--- src/sswd_cfg.svh ---
`ifndef SSWD_CFG_SVH
`define SSWD_CFG_SVH

// ----------------------------------------------------------------------------
// Clock and timebase
// ----------------------------------------------------------------------------
`define SSWD_CLK_PERIOD_NS     10
`define SSWD_TICK_PERIOD_NS    1000000
`define SSWD_TICK_CYCLES       (`SSWD_TICK_PERIOD_NS / `SSWD_CLK_PERIOD_NS)

// ----------------------------------------------------------------------------
// Supervisor intervals, counted in timebase ticks
// ----------------------------------------------------------------------------
`define SSWD_WD_TIMEOUT_MS     1600
`define SSWD_WD_TICKS          ((`SSWD_WD_TIMEOUT_MS * 1000000) / `SSWD_TICK_PERIOD_NS)
`define SSWD_RST_TIMEOUT_MS    200
`define SSWD_RST_TICKS         ((`SSWD_RST_TIMEOUT_MS * 1000000) / `SSWD_TICK_PERIOD_NS)

// ----------------------------------------------------------------------------
// Input filters, counted in clock cycles
// ----------------------------------------------------------------------------
`define SSWD_MR_GLITCH_NS      100
`define SSWD_MR_FILTER_CYCLES  (`SSWD_MR_GLITCH_NS / `SSWD_CLK_PERIOD_NS)
`define SSWD_PIN_FILTER_CYCLES 1

`endif

--- src/sswd_pkg.sv ---
package sswd_pkg;

	typedef enum logic [1:0] {
		SSWD_RUN,
		SSWD_HOLD,
		SSWD_TIMEOUT
	} sswd_state_e;

endpackage : sswd_pkg

--- src/sswd_in_filter.sv ---
`timescale 1ns/1ps

module sswd_in_filter #(
	parameter int   FILTER_CYCLES = 1,
	parameter logic RESET_VAL     = 1'b1
) (
	input  wire logic ref_clk,
	input  wire logic rst,
	input  wire logic pin,
	output logic      level
);
	localparam int CW = $clog2(FILTER_CYCLES + 1);

	logic          s1;
	logic          s2;
	logic          s3;
	logic [CW-1:0] cnt;

	// A change counts only once the second and third stages agree
	wire agree   = (s2 == s3);
	wire differs = agree && (s3 != level);
	wire done    = differs && (cnt == CW'(FILTER_CYCLES - 1));

	always_ff @(posedge ref_clk or posedge rst) begin
		if (rst) begin
			s1 <= RESET_VAL;
			s2 <= RESET_VAL;
			s3 <= RESET_VAL;
		end else begin
			s1 <= pin;
			s2 <= s1;
			s3 <= s2;
		end
	end

	// Pulses shorter than the filter window never reach level
	always_ff @(posedge ref_clk or posedge rst) begin
		if (rst) begin
			cnt   <= '0;
			level <= RESET_VAL;
		end else if (done) begin
			cnt   <= '0;
			level <= s3;
		end else if (differs) begin
			cnt <= cnt + CW'(1);
		end else begin
			cnt <= '0;
		end
	end
endmodule : sswd_in_filter

--- src/sswd_top.sv ---
`timescale 1ns/1ps
`include "sswd_cfg.svh"

module sswd_top #(
	parameter bit HAS_KICK_INPUT = 1'b1,
	parameter int TICK_CYCLES    = `SSWD_TICK_CYCLES,
	parameter int WD_TICKS       = `SSWD_WD_TICKS,
	parameter int RST_TICKS      = `SSWD_RST_TICKS,
	parameter int MR_FILTER      = `SSWD_MR_FILTER_CYCLES
) (
	input  wire logic                   ref_clk,
	input  wire logic                   rst,
	input  wire logic                   supply_good,
	input  wire logic                   manual_reset_n,
	input  wire logic                   reset_n_in,
	output logic                        reset_n_out,
	output logic                        reset_n_oe,
	output logic                        reset_hi_out,
	output logic                        reset_hi_oe,
	input  wire logic                   watchdog_kick,
	input  wire logic                   sda_in,
	input  wire logic                   write_protect,
	input  wire logic                   write_req,
	output logic                        write_permit,
	output sswd_pkg::sswd_state_e       reset_state
);
	import sswd_pkg::*;

	localparam int TW = $clog2(TICK_CYCLES);
	localparam int WW = $clog2(WD_TICKS + 1);
	localparam int RW = $clog2(RST_TICKS + 1);

	// ------------------------------------------------------------------------
	// Pin conditioning
	// ------------------------------------------------------------------------
	logic sup_ok;
	logic mr_lvl;
	logic pin_lvl;
	logic kick_f;
	logic sda_f;
	logic wp_f;

	// Supply starts bad so reset and write blocking hold from power-up
	sswd_in_filter #(.FILTER_CYCLES(`SSWD_PIN_FILTER_CYCLES), .RESET_VAL(1'b0)) u_sup (
		.ref_clk (ref_clk),
		.rst     (rst),
		.pin     (supply_good),
		.level   (sup_ok)
	);
	// Glitch window also absorbs bounce; later bounces only re-arm the hold
	sswd_in_filter #(.FILTER_CYCLES(MR_FILTER), .RESET_VAL(1'b1)) u_mr (
		.ref_clk (ref_clk),
		.rst     (rst),
		.pin     (manual_reset_n),
		.level   (mr_lvl)
	);
	sswd_in_filter #(.FILTER_CYCLES(`SSWD_PIN_FILTER_CYCLES), .RESET_VAL(1'b0)) u_pin (
		.ref_clk (ref_clk),
		.rst     (rst),
		.pin     (reset_n_in),
		.level   (pin_lvl)
	);
	sswd_in_filter #(.FILTER_CYCLES(`SSWD_PIN_FILTER_CYCLES), .RESET_VAL(1'b0)) u_kick (
		.ref_clk (ref_clk),
		.rst     (rst),
		.pin     (watchdog_kick),
		.level   (kick_f)
	);
	sswd_in_filter #(.FILTER_CYCLES(`SSWD_PIN_FILTER_CYCLES), .RESET_VAL(1'b1)) u_sda (
		.ref_clk (ref_clk),
		.rst     (rst),
		.pin     (sda_in),
		.level   (sda_f)
	);
	sswd_in_filter #(.FILTER_CYCLES(`SSWD_PIN_FILTER_CYCLES), .RESET_VAL(1'b0)) u_wp (
		.ref_clk (ref_clk),
		.rst     (rst),
		.pin     (write_protect),
		.level   (wp_f)
	);

	// ------------------------------------------------------------------------
	// Free-running timebase
	// ------------------------------------------------------------------------
	logic [TW-1:0] tick_cnt;
	wire           tick = (tick_cnt == TW'(TICK_CYCLES - 1));

	always_ff @(posedge ref_clk or posedge rst) begin
		if (rst)
			tick_cnt <= '0;
		else
			tick_cnt <= tick ? '0 : tick_cnt + TW'(1);
	end

	// ------------------------------------------------------------------------
	// Event detection
	// ------------------------------------------------------------------------
	logic pin_prev;
	logic kick_prev;
	logic drive;

	wire kick_src  = HAS_KICK_INPUT ? kick_f : sda_f;
	wire kick_edge = (kick_src != kick_prev);
	// Masked while we drive, else our own pull would read as an outside edge
	wire pin_fall  = pin_prev && !pin_lvl && !drive;

	always_ff @(posedge ref_clk or posedge rst) begin
		if (rst) begin
			pin_prev  <= 1'b0;
			kick_prev <= HAS_KICK_INPUT ? 1'b0 : 1'b1; // Idle level of the chosen source
		end else begin
			pin_prev  <= pin_lvl;
			kick_prev <= kick_src;
		end
	end

	// ------------------------------------------------------------------------
	// Watchdog
	// ------------------------------------------------------------------------
	logic [WW-1:0] wd_cnt;
	wire           wd_expire = (wd_cnt == WW'(WD_TICKS));

	always_ff @(posedge ref_clk or posedge rst) begin
		if (rst)
			wd_cnt <= '0;
		else if (drive || kick_edge)
			wd_cnt <= '0;
		else if (tick && !wd_expire)
			wd_cnt <= wd_cnt + WW'(1);
	end

	// ------------------------------------------------------------------------
	// Reset sequencer
	// ------------------------------------------------------------------------
	sswd_state_e   state;
	sswd_state_e   next_state;
	logic [RW-1:0] tim;
	logic [RW-1:0] next_tim;

	wire cause = !sup_ok || !mr_lvl || pin_fall || wd_expire;

	always_comb begin
		next_state = state;
		next_tim   = tim;
		case (state)
			SSWD_RUN: begin
				if (cause)
					next_state = SSWD_HOLD;
			end
			SSWD_HOLD: begin
				// Timeout starts only once every cause has gone away
				if (!cause) begin
					next_state = SSWD_TIMEOUT;
					next_tim   = RW'(RST_TICKS);
				end
			end
			SSWD_TIMEOUT: begin
				if (cause)
					next_state = SSWD_HOLD;
				else if (tim == '0)
					next_state = SSWD_RUN;
				else if (tick)
					next_tim = tim - RW'(1);
			end
			default: next_state = SSWD_HOLD;
		endcase
	end

	always_ff @(posedge ref_clk or posedge rst) begin
		if (rst) begin
			state <= SSWD_HOLD;
			tim   <= RW'(RST_TICKS);
			drive <= 1'b1;
		end else begin
			state <= next_state;
			tim   <= next_tim;
			drive <= (next_state != SSWD_RUN);
		end
	end

	// Open drain: a constant level, only the enables move
	assign reset_n_out  = 1'b0;
	assign reset_hi_out = 1'b1;
	assign reset_n_oe   = drive;
	assign reset_hi_oe  = drive;
	assign reset_state  = state;

	// ------------------------------------------------------------------------
	// Write gating
	// ------------------------------------------------------------------------
	// Floating protect input is pulled low outside, which leaves writes open
	always_ff @(posedge ref_clk or posedge rst) begin
		if (rst)
			write_permit <= 1'b0;
		else
			write_permit <= write_req && !wp_f && sup_ok;
	end
endmodule : sswd_top

--- config.mk ---
export PLATFORM = sky130hd
export DESIGN_NAME = sswd_top
export DESIGN_NICKNAME = d
export VERILOG_FILES = /design/src/sswd_pkg.sv /design/src/sswd_in_filter.sv /design/src/sswd_top.sv
export VERILOG_INCLUDE_DIRS = /design/src /design/src/src
export SDC_FILE = /design/constraint.sdc
export NUM_CORES = 1
export LEC_CHECK = 0
export BUFFER_PORTS_ARGS = -buffer_cell sky130_fd_sc_hd__buf_2
export CORE_MARGIN = 8
export CORE_UTILIZATION = 50
export CTS_BUF_LIST = sky130_fd_sc_hd__clkbuf_16
export CTS_CLUSTER_DIAMETER = 60
export DETAILED_ROUTE_END_ITERATION = 10
export GPL_TIMING_DRIVEN = 0
export HOLD_SLACK_MARGIN = 0.03
export PLACE_DENSITY = 0.69
export SYNTH_ARGS = -nofsm -noshare
export SYNTH_HDL_FRONTEND = slang
export SYNTH_HIERARCHICAL = 1
export SYNTH_SLANG_ARGS = --single-unit
--- constraint.sdc ---
create_clock -name ref_clk -period 2.06 [get_ports ref_clk]
set_input_delay 0.309 -clock ref_clk [delete_from_list [all_inputs] [get_ports ref_clk]]
set_output_delay 0.309 -clock ref_clk [all_outputs]
set_load 0.02 [all_outputs]
==> summary.md <==
| Metric | Value |
|---|---|
| Status | finished clean |
| Layout cell share with drive strength beyond 1 | between 20% and 30% |
| Core area | approximately 5800 sq um |
| Num CTS Buffers | 9 |
| Hold crit path type | in -> reg |
| Post-synth EDFFs | 0 |
| Initial antenna violation count | 0 |
| Leakage power | 1.56 nW |
| Gr usage total | a little over an eighth |
| FP Rows | 28 |
| Post-DP HPWL | 3400 um |
| Bufs on Longest Clock Path | 2 |
| Actual slew at the worst max-slew pin | 0.882 ns |
| Clk Latency, worst-skew pair | about 0.32 ns |
| Post-Route WL | a little under 5000 um |
| Post-route DRC | 0 |
| Average wire per standard cell | between 10 and 15 um |
| Flop-to-flop setup slack | a little under 0.07 ns |
| Relative slew slack | about two fifths |
| Initial Util | about half |
| WS Path Type | reg -> reg |
| GRT Residual Overflow | 0 |
| CP Data Arrival Time | between 2 and 2.5 ns |
| Vias per std cell | 5.27 |
| Die H | 92.9 um |
| Final Critical Period | between 1.5 and 2 ns |
| Gpl congestion | between 0.7 and 0.8 |
| Max Slew Vio Count | 0 |
| DRT iter0 DRCs | 69 |
| Top Ports | 16 |
| Final hold violation count | 0 |
| DIE WIDTH | just over 90 um |
| Final setup skew | ~0.0062 ns |
| Post-Synthesis Cells | about 260 |
| First-pass DRT Iterations | 4 |
| Fin cells | approximately 370 |
| Die area | about 8600 sq um |
| Vias in the first global route | around 2000 |
| RSZ-0062 raised after global routing | false |
| Post-Syn Area | approximately 3000 sq um |
| Peak VDD IR | around 690 uV |
| CTS clk-pin slew, worst paths | roughly 0.050 ns |
| Synthesized flop and latch total | 66 |
| Clock sinks | 66 |
| MaxCap Viol Count | 0 |
| Sequential cell area fraction in the yosys report | between 50% and 60% |
| Worst setup EP type | flip-flop |
| Worst setup SP type | flip-flop |
| Largest net degree at the start of global routing | 43 |
| Critical-path maximum fanout | 3 |
| Routed via count | 1943 |
| Final non-filler cell area | ~3500 sq um |
| Met1 WL | between 2000 and 2500 um |
| Synth top area share | between 40% and 50% |
| Yosys cell types | 52 |
| Pwr dens | approximately 900 nW/um^2 |
| Fin nets | 304 |
| Detail Route Antenna Nets | 0 |
| Dpl cells | 349 |
| First-pass GRT wire length | 9060 um |
| Final setup fails | 0 |
| Area Overhead vs Synth | 17.7% |
| CP required | 2.31 ns |
| YS warnings | 6 |
| Top FF cell, synth | dfrtp_1 |
| Max Freq | between 500 and 600 MHz |
| Placed inst area | just over 3000 sq um |
| TritonCTS clock tree | yes |
| Final Cycle Share | between 90% and 100% |
| Syn_nets | around 280 |
| Antenna cell count | 0 |
| Top Metal Used | met4 |
| Port Buf Inserts | 12 |
| Clk root buf | clkbuf_16 |
| CTS H-tree lvls | 3 |
| Mean Syn Cell Area | 11.3 sq um |
| Met3 wire len | around 180 um |
| Synth top area cells | dfrtp_1, dfstp_2, xnor2_1, xor2_1, nor2_1 |
| Async S/R FF share, synth | 100% |
| Cell taking the most area after synthesis | dfrtp_1 |
| Met2 routed WL | around 2300 um |
## cells in the mapped netlist, types with 3 or more instances
cell type	count
dfrtp_1	57
nor2_1	31
nand3_1	16
inv_1	14
xnor2_1	14
xor2_1	14
nand2_1	12
nand4_1	10
dfstp_2	9
o21ai_0	7
ha_1	6
and3_1	5
a21oi_1	4
maj3_2	4
or4_1	4
buf_4	3
nand2b_1	3
nor3_1	3
or3_1	3
## placed cells by master (no fill, tap or decap), drive strengths merged, types with 2 or more instances in the layout
| cell type | count |
|---|---|
| a21oi | 4 |
| and2 | 3 |
| and3 | 5 |
| and3b | 2 |
| and4 | 4 |
| and4b | 2 |
| buf | 22 |
| clkbuf | 10 |
| clkinv | 4 |
| conb | 2 |
| dfrtp | 57 |
| dfstp | 9 |
| ha | 6 |
| inv | 16 |
| maj3 | 4 |
| nand2 | 12 |
| nand2b | 3 |
| nand3 | 16 |
| nand4 | 11 |
| nor2 | 31 |
| nor3 | 3 |
| nor4 | 2 |
| nor4b | 2 |
| o211ai | 2 |
| o21ai | 9 |
| o31ai | 2 |
| or3 | 3 |
| or4 | 6 |
| xnor2 | 14 |
| xor2 | 14 |
## registers in the layout, indices dropped and copies added (netlist names), 2 cells and up
| register | flops |
|---|---|
| reset_state | 2 |
| tim | 8 |
| u_mr/cnt | 4 |
| tick_cnt | 17 |
| wd_cnt | 11 |
## logic make-up (layout without fill, tap and decap cells)
group / Yosys count / in the layout / share of synthesized area, %
xor gates and xnor gates: 28 / 28 / 8.28
adders and majority gates: 10 / 10 / 4.06
muxes: 1 / 1 / 0.338
AOI/OAI and AO/OA: 22 / 22 / 4.78
buffers and inverters: 22 / 54 / 3.76
other: 2 / 2 / 0.254
and+or+nand+nor: 111 / 111 / 22.4
DFF: 66 / 66 / 56.2
## final cells by class
type                            count  area, sq um
Fill cell                         491         2330
Tap cell                           75         93.8
Multi-Input combinational cell    174         1240
Clock inverter                      7         55.1
Buffer                              8         61.3
Inverter                           14         52.6
Timing Repair Buffer               16         92.6
Clock buffer                        9          225
Sequential cell                    66         1660
## critical path, stage by stage (launching register included)
cell     delay, ns
dfrtp_1       0.36
inv_2         0.07
ha_4          0.16
nor4b_4       0.12
and4b_4       0.22
or4_4         0.50
or4_1         0.40
o21ai_1       0.08
## layer usage
layer	vias up	track usage, %
met1	944	16.6
li1	961	-
met5	-	0
met4	0	7.38
met2	29	20.1
met3	9	3.88
## metrics by stage
| step | hold slack (ns) | total power, W | util, % | setup WS, ns | setup TNS (ns) |
|---|---|---|---|---|---|
| after floorplan | 0.0751 | 0.00171 | - | 0.121 | 0 |
| after global placement | 0.247 | 0.00179 | 53.5 | 0.00551 | 0 |
| after detailed placement | 0.251 | 0.00179 | 53.5 | -0.0201 | -0.0332 |
| after CTS | 0.0799 | 0.00322 | 59.0 | 0.00538 | 0 |
| after global routing | 0.0743 | 0.00335 | 59.9 | 0.00155 | 0 |
| final | 0.0898 | 0.00318 | 59.9 | 0.0677 | 0 |
## repair_timing
action,CTS,global route
pin swaps,1,1
gates resized for setup,3,10
hold endpoints to repair,20,0
setup buffers,1,2
hold buffers,1,0
setup endpoints to repair,4,6
## worst paths after layout
check,to,depth (start not counted),start
worst min-delay path,u_mr/s1,1,manual_reset_n
max in group asynchronous,tick_cnt[0],3,rst
worst min register to register,u_sup/s2,0,u_sup/s1
worst max-delay path,tim[4],7,wd_cnt[0]
min in group asynchronous,u_wp/s1,3,rst
worst max register to register,tim[4],7,wd_cnt[0]
## where the power goes
group | internal (W) | leakage (nW) | switching (W)
Sequential | 0.00139 | 0.830 | 0.0000688
Clock | 0.000913 | 0.147 | 0.000498
Combinational | 0.000126 | 0.588 | 0.000186
Power figures use the tool's default switching activity.
